## config.mk

```make
export PLATFORM = sky130hd
export DESIGN_NAME = charge_controller
export DESIGN_NICKNAME = d
export VERILOG_FILES = /design/src/verilog/charger_pkg.sv /design/src/verilog/charge_controller.sv /design/src/verilog/sample_accum.sv
export SDC_FILE = /design/constraint.sdc
export NUM_CORES = 1
export LEC_CHECK = 0
export ABC_AREA = 1
export BUFFER_PORTS_ARGS = -buffer_cell sky130_fd_sc_hd__clkbuf_2
export CORE_UTILIZATION = 45
export CTS_CLUSTER_SIZE = 40
export DETAILED_ROUTE_END_ITERATION = 16
export GPL_TIMING_DRIVEN = 0
export MAX_ROUTING_LAYER = met4
export PLACE_DENSITY_LB_ADDON = 0.25
export SYNTH_ARGS = -nofsm -noshare
export SYNTH_HDL_FRONTEND = slang
export SYNTH_SLANG_ARGS = --single-unit
```

## constraint.sdc

```tcl
create_clock -name clk_i -period 3.58 [get_ports clk_i]
set_clock_uncertainty 0.1 [all_clocks]
set_input_delay 0.179 -clock clk_i [delete_from_list [all_inputs] [get_ports clk_i]]
set_output_delay 0.179 -clock clk_i [all_outputs]
set_load 0.01 [all_outputs]
```

## src/verilog/charger_pkg.sv

```systemverilog
// Constants, register map and state codes of the charge controller
package charger_pkg;
   // Clock and time base
   localparam int CLK_HZ = 40_000_000;
   localparam int QUARTER_MS = 250;
   localparam int QUARTER_CYCLES = CLK_HZ / 1000 * QUARTER_MS;
   localparam logic [1:0] QUARTERS_LAST = 2'h3;

   // Measurement widths
   localparam int SAMPLE_W = 10;
   localparam int MEAS_W = 12;
   localparam logic [1:0] SAMPLES_LAST = 2'h3;

   // Thresholds and targets in 12-bit counts; flat time and timeout in seconds, minimum-update debounce count
   localparam logic [11:0] I_BAT_DETECT = 12'h010;
   localparam logic [11:0] V_CHARGE = 12'hd73;
   localparam logic [11:0] I_CHARGE_RST = 12'h7d0;
   localparam logic [11:0] I_PRE_RST = 12'h0c8;
   localparam logic [11:0] V_CUTOFF_RST = 12'hb00;
   localparam logic [11:0] V_RECHARGE_RST = 12'hcc0;
   localparam logic [11:0] I_MIN_RST = 12'h064;
   localparam logic [11:0] I_MIN_START = 12'hfff;
   localparam logic [7:0] FLAT_SEC_RST = 8'h3c;
   localparam logic [15:0] TIMEOUT_SEC_RST = 16'h3840;
   localparam logic [1:0] IMIN_UPDATE = 2'h3;

   // Register byte offsets
   localparam logic [7:0] ADR_CTRL = 8'h00;
   localparam logic [7:0] ADR_STATUS = 8'h04;
   localparam logic [7:0] ADR_MEAS = 8'h08;
   localparam logic [7:0] ADR_VTHR = 8'h0c;
   localparam logic [7:0] ADR_ILIM = 8'h10;
   localparam logic [7:0] ADR_TERM = 8'h14;
   localparam logic [7:0] ADR_TIMEOUT = 8'h18;

   // Field positions
   localparam int LO_FIELD = 0;
   localparam int HI_FIELD = 16;
   localparam int ST_CV_BIT = 3;
   localparam int ST_CONV_BIT = 4;
   localparam int ST_LED_BIT = 5;

   // Charging state codes as reported in the status register
   localparam logic [2:0] CODE_IDLE = 3'h0;
   localparam logic [2:0] CODE_FAULT = 3'h1;
   localparam logic [2:0] CODE_DONE = 3'h2;
   localparam logic [2:0] CODE_PRE = 3'h3;
   localparam logic [2:0] CODE_CHARGE = 3'h4;
   localparam logic [2:0] CODE_FLOAT = 3'h5;

   typedef enum logic [4:0] {
      ST_IDLE = 5'h01,
      ST_FAULT = 5'h02,
      ST_DONE = 5'h04,
      ST_PRE = 5'h08,
      ST_CHARGE = 5'h10
   } charge_state_e;
endpackage

```

## src/verilog/charge_controller.sv

```systemverilog
// Once-per-second single-cell charge state machine with Wishbone registers
// Contract
// - Evaluate state once per second, measurements only
// - Each evaluation sets voltage and current targets
// - Values are 12 bits, four 10-bit samples
// - Termination only in constant-voltage regulation
// - Below 16 counts means no battery
// - Precharge low current until voltage passes cutoff
// - Charge: constant current then hold 4.2 V
// - Minimum or flat current ends charge
// - Battery lost during charge goes idle
// - Timeout during charge goes to fault
// - Done stops converter, optional standby recharge
// - Without standby, done goes idle
// - Idle: converter off, press restarts charging
// - Fault: converter off, press goes idle
// - LED off, slow blink, on, fast blink
// - One button toggles charging on and off
// - Default limits 1000 mA and 4.2 V
// - State codes idle0 fault1 done2 pre3 charge4 float5
// - Start loads counters and limits, then runs
// - Flat counter reloads on minimum update, ends
//
// Local design decisions: the register offsets and the Wishbone interface to the registers.
`timescale 1ns/10ps
module charge_controller #(
   parameter int QUARTER_CYCLES = charger_pkg::QUARTER_CYCLES
) (
   input wire logic clk_i,
   input wire logic rst_i,
   input wire logic wb_cyc_i,
   input wire logic wb_stb_i,
   input wire logic wb_we_i,
   input wire logic [7:0] wb_adr_i,
   input wire logic [3:0] wb_sel_i,
   input wire logic [31:0] wb_dat_i,
   output logic [31:0] wb_dat_o,
   output logic wb_ack_o,
   input wire logic sample_valid_i,
   input wire logic [charger_pkg::SAMPLE_W-1:0] v_sample_i,
   input wire logic [charger_pkg::SAMPLE_W-1:0] i_sample_i,
   input wire logic cur_reg_i,
   input wire logic button_i,
   output logic [charger_pkg::MEAS_W-1:0] vref_o,
   output logic [charger_pkg::MEAS_W-1:0] iref_o,
   output logic conv_en_o,
   output logic led_o
);
   import charger_pkg::*;

   charge_state_e state;
   charge_state_e next_state;
   logic [MEAS_W-1:0] v_meas;
   logic [MEAS_W-1:0] i_meas;
   logic [2:0] btn_sync;
   logic [1:0] cr_sync;
   logic press;
   logic cv;
   logic [23:0] qcnt;
   logic [1:0] quarter;
   logic q_tick;
   logic sec_tick;
   logic [15:0] tmo;
   logic [11:0] imin;
   logic [1:0] imin_db;
   logic [7:0] flat;
   logic standby_en;
   logic [11:0] v_cutoff;
   logic [11:0] v_recharge;
   logic [11:0] i_pre;
   logic [11:0] i_chg;
   logic [11:0] i_min_thr;
   logic [7:0] flat_sec;
   logic [15:0] timeout_sec;
   logic [31:0] wr_word;
   logic bus_req;

   // Status code of a state
   function automatic logic [2:0] state_code(input charge_state_e s);
      case (s)
         ST_IDLE: state_code = CODE_IDLE;
         ST_FAULT: state_code = CODE_FAULT;
         ST_DONE: state_code = CODE_DONE;
         ST_PRE: state_code = CODE_PRE;
         ST_CHARGE: state_code = CODE_CHARGE;
         default: state_code = CODE_FLOAT;
      endcase
   endfunction

   // Readback word of a register offset
   function automatic logic [31:0] reg_word(input logic [7:0] adr);
      case (adr)
         ADR_CTRL: reg_word = {31'h0, standby_en};
         ADR_STATUS: reg_word = {26'h0, led_o, conv_en_o, cv, state_code(state)};
         ADR_MEAS: reg_word = {4'h0, i_meas, 4'h0, v_meas};
         ADR_VTHR: reg_word = {4'h0, v_recharge, 4'h0, v_cutoff};
         ADR_ILIM: reg_word = {4'h0, i_chg, 4'h0, i_pre};
         ADR_TERM: reg_word = {8'h0, flat_sec, 4'h0, i_min_thr};
         ADR_TIMEOUT: reg_word = {16'h0, timeout_sec};
         default: reg_word = 32'h0;
      endcase
   endfunction

   // Voltage and current measurement accumulators
   sample_accum v_acc (
      .clk_i(clk_i),
      .rst_i(rst_i),
      .valid_i(sample_valid_i),
      .sample_i(v_sample_i),
      .sum_o(v_meas)
   );
   sample_accum i_acc (
      .clk_i(clk_i),
      .rst_i(rst_i),
      .valid_i(sample_valid_i),
      .sample_i(i_sample_i),
      .sum_o(i_meas)
   );

   // Pin synchronisers for button and regulation flag
   always_ff @(posedge clk_i) begin
      if (rst_i) begin
         btn_sync <= 3'h0;
         cr_sync <= 2'h0;
      end else begin
         btn_sync <= {btn_sync[1:0], button_i};
         cr_sync <= {cr_sync[0], cur_reg_i};
      end
   end
   assign press = btn_sync[1] & ~btn_sync[2];
   assign cv = ~cr_sync[1];

   // Quarter-second and one-second time base
   always_ff @(posedge clk_i) begin
      if (rst_i) begin
         qcnt <= 24'h0;
         quarter <= 2'h0;
      end else if (q_tick) begin
         qcnt <= 24'h0;
         quarter <= quarter + 2'h1;
      end else begin
         qcnt <= qcnt + 24'h1;
      end
   end
   assign q_tick = (qcnt == 24'(QUARTER_CYCLES - 1));
   assign sec_tick = q_tick && (quarter == QUARTERS_LAST);

   // Next state: button first, then the once-per-second evaluation
   always_comb begin
      next_state = state;
      if (press) begin
         next_state = (state == ST_IDLE) ? ST_PRE : ST_IDLE;
      end else if (sec_tick) begin
         case (state)
            ST_PRE: begin
               if (i_meas < I_BAT_DETECT) begin
                  next_state = ST_IDLE;
               end else if (v_meas > v_cutoff) begin
                  next_state = ST_CHARGE;
               end else if (tmo == 16'h0) begin
                  next_state = ST_FAULT;
               end
            end
            ST_CHARGE: begin
               if (i_meas < I_BAT_DETECT) begin
                  next_state = ST_IDLE;
               end else if (cv && (i_meas < i_min_thr || flat == 8'h0)) begin
                  next_state = ST_DONE;
               end else if (tmo == 16'h0) begin
                  next_state = ST_FAULT;
               end
            end
            ST_DONE: begin
               if (!standby_en) begin
                  next_state = ST_IDLE;
               end else if (v_meas < v_recharge) begin
                  next_state = ST_CHARGE;
               end
            end
            default: next_state = state;
         endcase
      end
   end

   // State register
   always_ff @(posedge clk_i) begin
      if (rst_i) begin
         state <= ST_IDLE;
      end else begin
         state <= next_state;
      end
   end

   // State timeout, reloaded on every state entry
   always_ff @(posedge clk_i) begin
      if (rst_i) begin
         tmo <= 16'h0;
      end else if (state != next_state) begin
         tmo <= timeout_sec;
      end else if (sec_tick && tmo != 16'h0 && (state == ST_PRE || state == ST_CHARGE)) begin
         tmo <= tmo - 16'h1;
      end
   end

   // Minimum current tracking and flat current counter
   always_ff @(posedge clk_i) begin
      if (rst_i || state != next_state) begin
         imin <= I_MIN_START;
         imin_db <= IMIN_UPDATE;
         flat <= flat_sec;
      end else if (sec_tick && state == ST_CHARGE && cv) begin
         if (i_meas < imin && imin_db == 2'h1) begin
            imin <= i_meas;
            imin_db <= IMIN_UPDATE;
            flat <= flat_sec;
         end else begin
            imin_db <= (i_meas < imin) ? imin_db - 2'h1 : IMIN_UPDATE;
            flat <= (flat != 8'h0) ? flat - 8'h1 : flat;
         end
      end
   end

   // Converter enable and targets, set at start and each evaluation
   always_ff @(posedge clk_i) begin
      if (rst_i) begin
         conv_en_o <= 1'b0;
         vref_o <= '0;
         iref_o <= '0;
      end else if (press || sec_tick) begin
         conv_en_o <= (next_state == ST_PRE || next_state == ST_CHARGE);
         vref_o <= (next_state == ST_PRE || next_state == ST_CHARGE) ? V_CHARGE : 12'h0;
         iref_o <= (next_state == ST_PRE) ? i_pre : (next_state == ST_CHARGE) ? i_chg : 12'h0;
      end
   end

   // Status LED pattern
   always_ff @(posedge clk_i) begin
      if (rst_i) begin
         led_o <= 1'b0;
      end else begin
         case (state)
            ST_DONE: led_o <= 1'b1;
            ST_FAULT: led_o <= q_tick ? ~led_o : led_o;
            ST_PRE, ST_CHARGE: led_o <= sec_tick ? ~led_o : led_o;
            default: led_o <= 1'b0;
         endcase
      end
   end

   // Wishbone slave: ack one cycle after request, write at the acked edge
   assign bus_req = wb_cyc_i && wb_stb_i;
   always_comb begin
      wr_word = reg_word(wb_adr_i);
      for (int b = 0; b < 4; b++) begin
         if (wb_sel_i[b]) begin
            wr_word[b*8 +: 8] = wb_dat_i[b*8 +: 8];
         end
      end
   end
   always_ff @(posedge clk_i) begin
      if (rst_i) begin
         wb_ack_o <= 1'b0;
         wb_dat_o <= 32'h0;
      end else begin
         wb_ack_o <= bus_req && !wb_ack_o;
         wb_dat_o <= (bus_req && !wb_ack_o && !wb_we_i) ? reg_word(wb_adr_i) : 32'h0;
      end
   end

   // Configuration registers
   always_ff @(posedge clk_i) begin
      if (rst_i) begin
         standby_en <= 1'b0;
         v_cutoff <= V_CUTOFF_RST;
         v_recharge <= V_RECHARGE_RST;
         i_pre <= I_PRE_RST;
         i_chg <= I_CHARGE_RST;
         i_min_thr <= I_MIN_RST;
         flat_sec <= FLAT_SEC_RST;
         timeout_sec <= TIMEOUT_SEC_RST;
      end else if (bus_req && wb_ack_o && wb_we_i) begin
         case (wb_adr_i)
            ADR_CTRL: standby_en <= wr_word[0];
            ADR_VTHR: begin
               v_cutoff <= wr_word[LO_FIELD +: 12];
               v_recharge <= wr_word[HI_FIELD +: 12];
            end
            ADR_ILIM: begin
               i_pre <= wr_word[LO_FIELD +: 12];
               i_chg <= wr_word[HI_FIELD +: 12];
            end
            ADR_TERM: begin
               i_min_thr <= wr_word[LO_FIELD +: 12];
               flat_sec <= wr_word[HI_FIELD +: 8];
            end
            ADR_TIMEOUT: timeout_sec <= wr_word[15:0];
            default: standby_en <= standby_en;
         endcase
      end
   end
endmodule

```

## src/verilog/sample_accum.sv

```systemverilog
// Sums four consecutive 10-bit samples into one 12-bit measurement
`timescale 1ns/10ps
module sample_accum (
   input wire logic clk_i,
   input wire logic rst_i,
   input wire logic valid_i,
   input wire logic [charger_pkg::SAMPLE_W-1:0] sample_i,
   output logic [charger_pkg::MEAS_W-1:0] sum_o
);
   import charger_pkg::*;

   logic [1:0] count;
   logic [MEAS_W-1:0] acc;
   logic [MEAS_W-1:0] next_acc;

   // Running sum including the current sample
   assign next_acc = acc + {2'h0, sample_i};

   // Fourth sample closes the measurement
   always_ff @(posedge clk_i) begin
      if (rst_i) begin
         count <= 2'h0;
         acc <= '0;
         sum_o <= '0;
      end else if (valid_i) begin
         count <= count + 2'h1;
         if (count == SAMPLES_LAST) begin
            sum_o <= next_acc;
            acc <= '0;
         end else begin
            acc <= next_acc;
         end
      end
   end
endmodule
```

Yosys cells after proc, flatten, opt, wreduce, memory -nomap -nowiden --
Index checks and enable logic that the tools add are counted.
Word-level totals: output and inout bits 59, bits in registers 270, logic and storage cells 146
Cells by class: reductions and logical operators 41, magnitude comparators 5, equal/unequal tests 22, bitwise operators 5, multiplexer cells 34, add/sub/neg operators 9
Operators by type and width (number):
- $pmux 28 s7 | 1
- $pmux 28 s4 | 1
- $mux 12 | 5
- $mux 8 | 7
- $mux 5 | 9
- $lt 12x12->1 | 3
- $mux 16 | 2
- $add 12x10->12 | 2
- $add 24x1->24 const B | 1
- $eq 24x24->1 const B | 1
- $eq 8x5->1 const B | 3
- $reduce_and 2->1 | 10
- $eq 8x4->1 const B | 2
- $logic_not 16->1 | 1
- $logic_not 8->1 | 2
- $reduce_bool 16->1 | 1
- $sub 16x1->16 const B | 1
- $pmux 3 s5 | 1
- $pmux 5 s3 | 1
- $gt 12x12->1 | 1
- $logic_and 1x1->1 | 12
- $lt 12x5->1 const B | 1
- $eq 5x4->1 const B | 2
- $eq 5x5->1 const B | 2
- other kinds (24) | 44

Depth between registers and ports, before layout --
word-level depth 12, depth in mapped cells 23, mapped depth without buffers 23

Hierarchy --
Synthesis repeated with hierarchy kept, for this count alone.
Second synthesis, totals: cell total of the unflattened synthesis 2105, area total of the unflattened synthesis 14251.2 um2
By module, submodules not included:
- charge_controller | area an instance 11110.7 um2, cells each 1631, seq. area each 4124.0 um2, instances 1
- sample_accum at i_acc | area an instance 1571.5 um2, cells each 237, seq. area each 520.5 um2, instances 1
- sample_accum at v_acc | area an instance 1569.0 um2, cells each 237, seq. area each 520.5 um2, instances 1

Worst setup path after synthesis --
OpenSTA, ideal clock, no wires.
path type register -> register, from reg qcnt[0], to reg flat[0] (enable), setup time 0.329 ns, data required time 3.151 ns, period minus slack after synthesis 2.660 ns, path buffers 1, slack 0.920 ns, cell stages (with the launch flop) 19, arrival 2.231 ns, path through dfxtp_1 -> ha_1 -> nand2_1 -> nor2_4 -> nand3_2 -> nor2_4 -> nand3_2 -> a21oi_1 -> nand2_1 -> nand2_1 -> nand2_1 -> nand2_1 -> inv_1 -> nand2_1 -> inv_2 -> nand3_4 -> nor2_4 -> buf_4 -> nand2_1
On the way: word-level cells in the longest chain between the ends 8, elaborated cells on any way between the ends 11
RTL lines:
- start, declared | RTL line charge_controller.sv:59 | logic [23:0] qcnt;
- start signal, assigned | RTL line charge_controller.sv:142 | qcnt <= qcnt + 24'h1;
- $eq 24x24->1 (*) | RTL line charge_controller.sv:145 | assign q_tick = (qcnt == 24'(QUARTER_CYCLES - 1));
- $logic_and 1x1->1 (*) | RTL line charge_controller.sv:146 | assign sec_tick = q_tick && (quarter == QUARTERS_LAST);
- $mux 5 | RTL line charge_controller.sv:153 | end else if (sec_tick) begin
- $mux 5 | RTL line charge_controller.sv:151 | if (press) begin
- $ne 5x5->1 | RTL line charge_controller.sv:207 | if (rst_i || state != next_state) begin
- $logic_or 1x1->1 | RTL line charge_controller.sv:207
- $reduce_bool 3->1 (no source line) / $reduce_bool 2->1 (equally long branches)
- $reduce_and 2->1 (no source line) (*)
- end signal, assigned | RTL line charge_controller.sv:210 | flat <= flat_sec;
- end signal, assigned | RTL line charge_controller.sv:215 | flat <= flat_sec;
- end signal, assigned | RTL line charge_controller.sv:218 | flat <= (flat != 8'h0) ? flat - 8'h1 : flat;
- end, declared | RTL line charge_controller.sv:66 | logic [7:0] flat;
Mark *: on every way between the ends. The rest lies on a longest branch, timed or not. A chain may end at the register's enable or synchronous reset.

Worst setup path after layout --
from in wb_adr_i[2], to reg wb_dat_o[5]
On the way: word-level cells in the longest chain between the ends 2, elaborated cells on any way between the ends 8
RTL lines:
- start, declared | RTL line charge_controller.sv:34 | input wire logic [7:0] wb_adr_i,
- $eq 8x5->1, or another cell as far along | RTL line charge_controller.sv:92 | case (adr)
- $pmux 28 s7 (*) | RTL line charge_controller.sv:92
- end signal, assigned | RTL line charge_controller.sv:266 | wb_dat_o <= (bus_req && !wb_ack_o && !wb_we_i) ? reg_word(wb_adr_i) : 32'h0;
- end, declared | RTL line charge_controller.sv:37 | output logic [31:0] wb_dat_o,
Marked as above.

==> reports/qor.yml <==
run_status:
  outcome: "complete, no violations"
power_and_ir_drop:
  power.static_leakage_nw: 7.906
  peakVddDrop_mv: 0.3504
  power_per_cell_area_nw_per_um2: 442.1
  total_design_power_mw: 7.145
worst_hold_path:
  min_delay_path_class: "in -> reg"
floorplanning:
  initial_utilization_pct: 45.98
  core-area_sq_um: 29720
  die-width_um: 176.3
  io-pin-count: 131
  placement_rows: 63
  area_of_the_die_sq_um: 31070
  vertical_die_dimension_um: 176.3
critical_path:
  critPathSlowestCell: "nor4_1"
  timing.critical_path.to_type: "flop"
  timing.critical_path.mode_cell: "inv_1"
  critical-path-max-stage-delay_ns: 0.80
  worstPathArrival_ns: 3.83
  critPathLaunchType: "primary input"
  worst_ep_required_time_ns: 3.90
  path_buf_inv: 6
  critical_path_peak_fanout: 10
  critical-path-top-delay-family: "buffers and inverters"
  timing.critical_path.cells: "dlygate4sd3_1, clkbuf_2, inv_1, nor2_1, nand2_1, inv_1, nor4_1, inv_1, o21bai_1, buf_2, a21oi_1"
  crit_type: "in -> reg"
global_route:
  antenna_found_initial: 0
  track_usage_pct: 29.00
  globalRoute.totalOverflow: 0
  grt_first_pass_wirelength_mm: 68.06
  first_global_vias: 12590
  largest_net_degree_at_the_start_of_global_routing: 15
timing:
  relative_slew_slack_pct: 39.56
  setup_violations: 0
  post-route-period-util_pct: 98.03
  timing.fmax_mhz: 284.9
  grt_setup_unrepaired: "false"
  timing.final.crit_period_ns: 3.509
  smallest_setup_slack_after_layout_ns: 0.07054
  timing_worst_slew_pin_value_ns: 0.9066
  hold_violations: 0
  finalMaxSlewViolations: 0
placement:
  dpl_cell_area_sq_um: 14770
  detailed_place_hpwl_mm: 33.22
  gpl.final_weighted_congestion: 1.019
  port-buffer-count: 116
  dpl_worst_slack_ns: 0.04742
cells_and_area:
  util_after_layout_pct: 54.39
  syn2layout_area_growth_pct: 18.28
  final_layout_size_suffix_gt1_share_pct: 10.33
  antennaDiodeCount: 0
  post_route_cell_area_sq_um: 16160
  final_net_count: 2303
synth:
  syn_inst: 1967
  yosys_register_bits: 254
  post-synth-top-area-fraction_pct: 36.04
  post-synth-top-area-cell: "dfxtp_1"
  synth.cells.most_frequent: "nand2_1 (409), inv_1 (313), dfxtp_1 (246), a21oi_1 (213), nor2_1 (178)"
  yosys.cell_types.count: 55
  synthesis.area_sq_um: 13660
  edff_count_synth: 8
  ys_async_sr_fraction_pct: 0
  yosysWarningCount: 0
  synthMostInstantiatedCell: "nand2_1"
  average_instance_area_after_synthesis_sq_um: 6.947
  part_of_the_yosys_area_used_for_sequential_elements_pct: 37.80
  synth-main-ff-cell: "dfxtp_1"
  synth_area_leaders: "dfxtp_1 (36%), nand2_1 (11%), inv_1 (8.6%)"
drt:
  detail_route.wirelength_mm: 44.10
  routed-via-count: 13610
  route.detailed.wl_per_inst_um: 17.17
  route.antenna.remaining_nets: 0
  drt_first_iter_violations: 1296
  route.detailed.drc: 0
  via_density_per_instance: 5.300
  detail_route.first_pass.iterations: 8
clock_tree:
  postCtsSetupBuffers: 0
  cts_made_buffers: 28
  clkSinkCount: 254
  cts.clk_slew.worst_paths_ns: 0.06
  tritoncts: "done"
  cts_root_buffer: "clkbuf_16"
  htreeDepth: 1
  clock_tree.buffer_depth: 3
  clock_insertion_delay_worst_skew_ns: 0.57
run:
  cap_viol_max_count: 0
-- worst reg2reg max path, cell delays in order (launching register included) --
cell and delay (ns):
dfxtp_1 0.34, inv_1 0.06, ha_1 0.29, nand2_1 0.07
nor2_1 0.22, and2_1 0.22, nand4_1 0.23, nand2_1 0.18
nand4_1 0.11, nand2_1 0.08, nand2_1 0.04, nand2_1 0.08
nand2_1 0.05, nand2_1 0.05, nand2_1 0.08, inv_2 0.07
nand3_4 0.16, nor2_4 0.21, buf_4 0.22, nand2_2 0.17
-- final cells by class --
class	instances	area [sq um]
plain buffers	86	420.4
well taps	390	488.0
clock buffers	39	793.3
flip-flops and latches	254	5166
repair buffers	153	950.9
clock inverters	12	224.0
inverters	317	1190
fillers	2918	13560
multi-input cells	1317	6929
-- metrics by stage --
| step | hold slack, ns | setup TNS, ns | instances |
|---|---|---|---|
| final | 0.005016 | 0 | 2568 |
| after global routing | 0.03262 | 0 | 2568 |
| after CTS | 0.009760 | 0 | 2568 |
| after detailed placement | 0.3010 | 0 | 2481 |
| after global placement | 0.2936 | -6.428 | 2480 |
| after floorplan | 0.1693 | 0 | 1974 |
-- layer usage --
metal	part of all wire [%]	global-route usage [%]	wire, um
met5	0	-	0
met4	2.7	8.297	1182
met3	8.4	2.950	3720
met2	45	45.49	19770
met1	44	39.46	19430
-- flip-flops by register name, summed over array words and instances (netlist names), 16 cells and up --
signal,flops
wb_dat_o,28
qcnt,24
tmo,16
timeout_sec,16
-- cell families after synthesis --
group | synth area share (%)
other | 0.02744
adder cells (fa/ha/maj) | 6.886
AND/OR/NAND/NOR | 23.83
buffers and inverters | 11.78
AO/OA/AOI/OAI | 17.36
flip-flops | 37.80
XOR/XNOR | 2.307
-- layout by cell type (no fill, tap or decap), drive strengths merged, types with 9 or more instances in the layout --
| cell type | n |
|---|---|
| xnor2 | 13 |
| nor3 | 29 |
| o21ai | 157 |
| nand3 | 79 |
| nand2 | 412 |
| xor2 | 23 |
| clkbuf | 207 |
| dfxtp | 246 |
| inv | 316 |
| ha | 72 |
| nor2 | 187 |
| a21oi | 214 |
| o211ai | 20 |
| nor4 | 9 |
| nand4 | 29 |
| dlygate4sd3 | 36 |
| buf | 34 |
| o22ai | 18 |
-- final timing paths --
check | start | endpoint | slack [ns] | cells past startpoint
hold / removal | wb_dat_i[6] | i_pre[6]$_SDFFE_PP1P_ | 0.005 | 5
setup reg to reg | v_cutoff[11]$_SDFFE_PP1P_ | flat[0]$_DFFE_PP_ | 0.27 | 19
hold reg to reg | btn_sync[0]$_SDFF_PP0_ | btn_sync[1]$_SDFF_PP0_ | 0.31 | 2
setup / recovery | wb_adr_i[2] | wb_dat_o[5]$_SDFF_PP0_ | 0.07 | 11
-- report_power, final --
| group | leakage (nW) | switching, mW | total (mW) | internal, mW |
|---|---|---|---|---|
| combinational | 5.34 | 0.560 | 0.909 | 0.349 |
| clock | 0.495 | 1.24 | 3.22 | 1.98 |
| sequential | 2.07 | 0.0812 | 3.02 | 2.94 |
| total | 7.91 | 1.88 | 7.15 | 5.26 |
-- what timing repair did --
| action | in CTS | in global routing |
|---|---|---|
| endpoints found under the hold margin | 70 | 0 |
| resized for setup | 0 | 5 |
| hold buffers | 36 | 0 |
| endpoints found under the setup margin | 0 | 20 |
(Power assumes the default switching activity.)
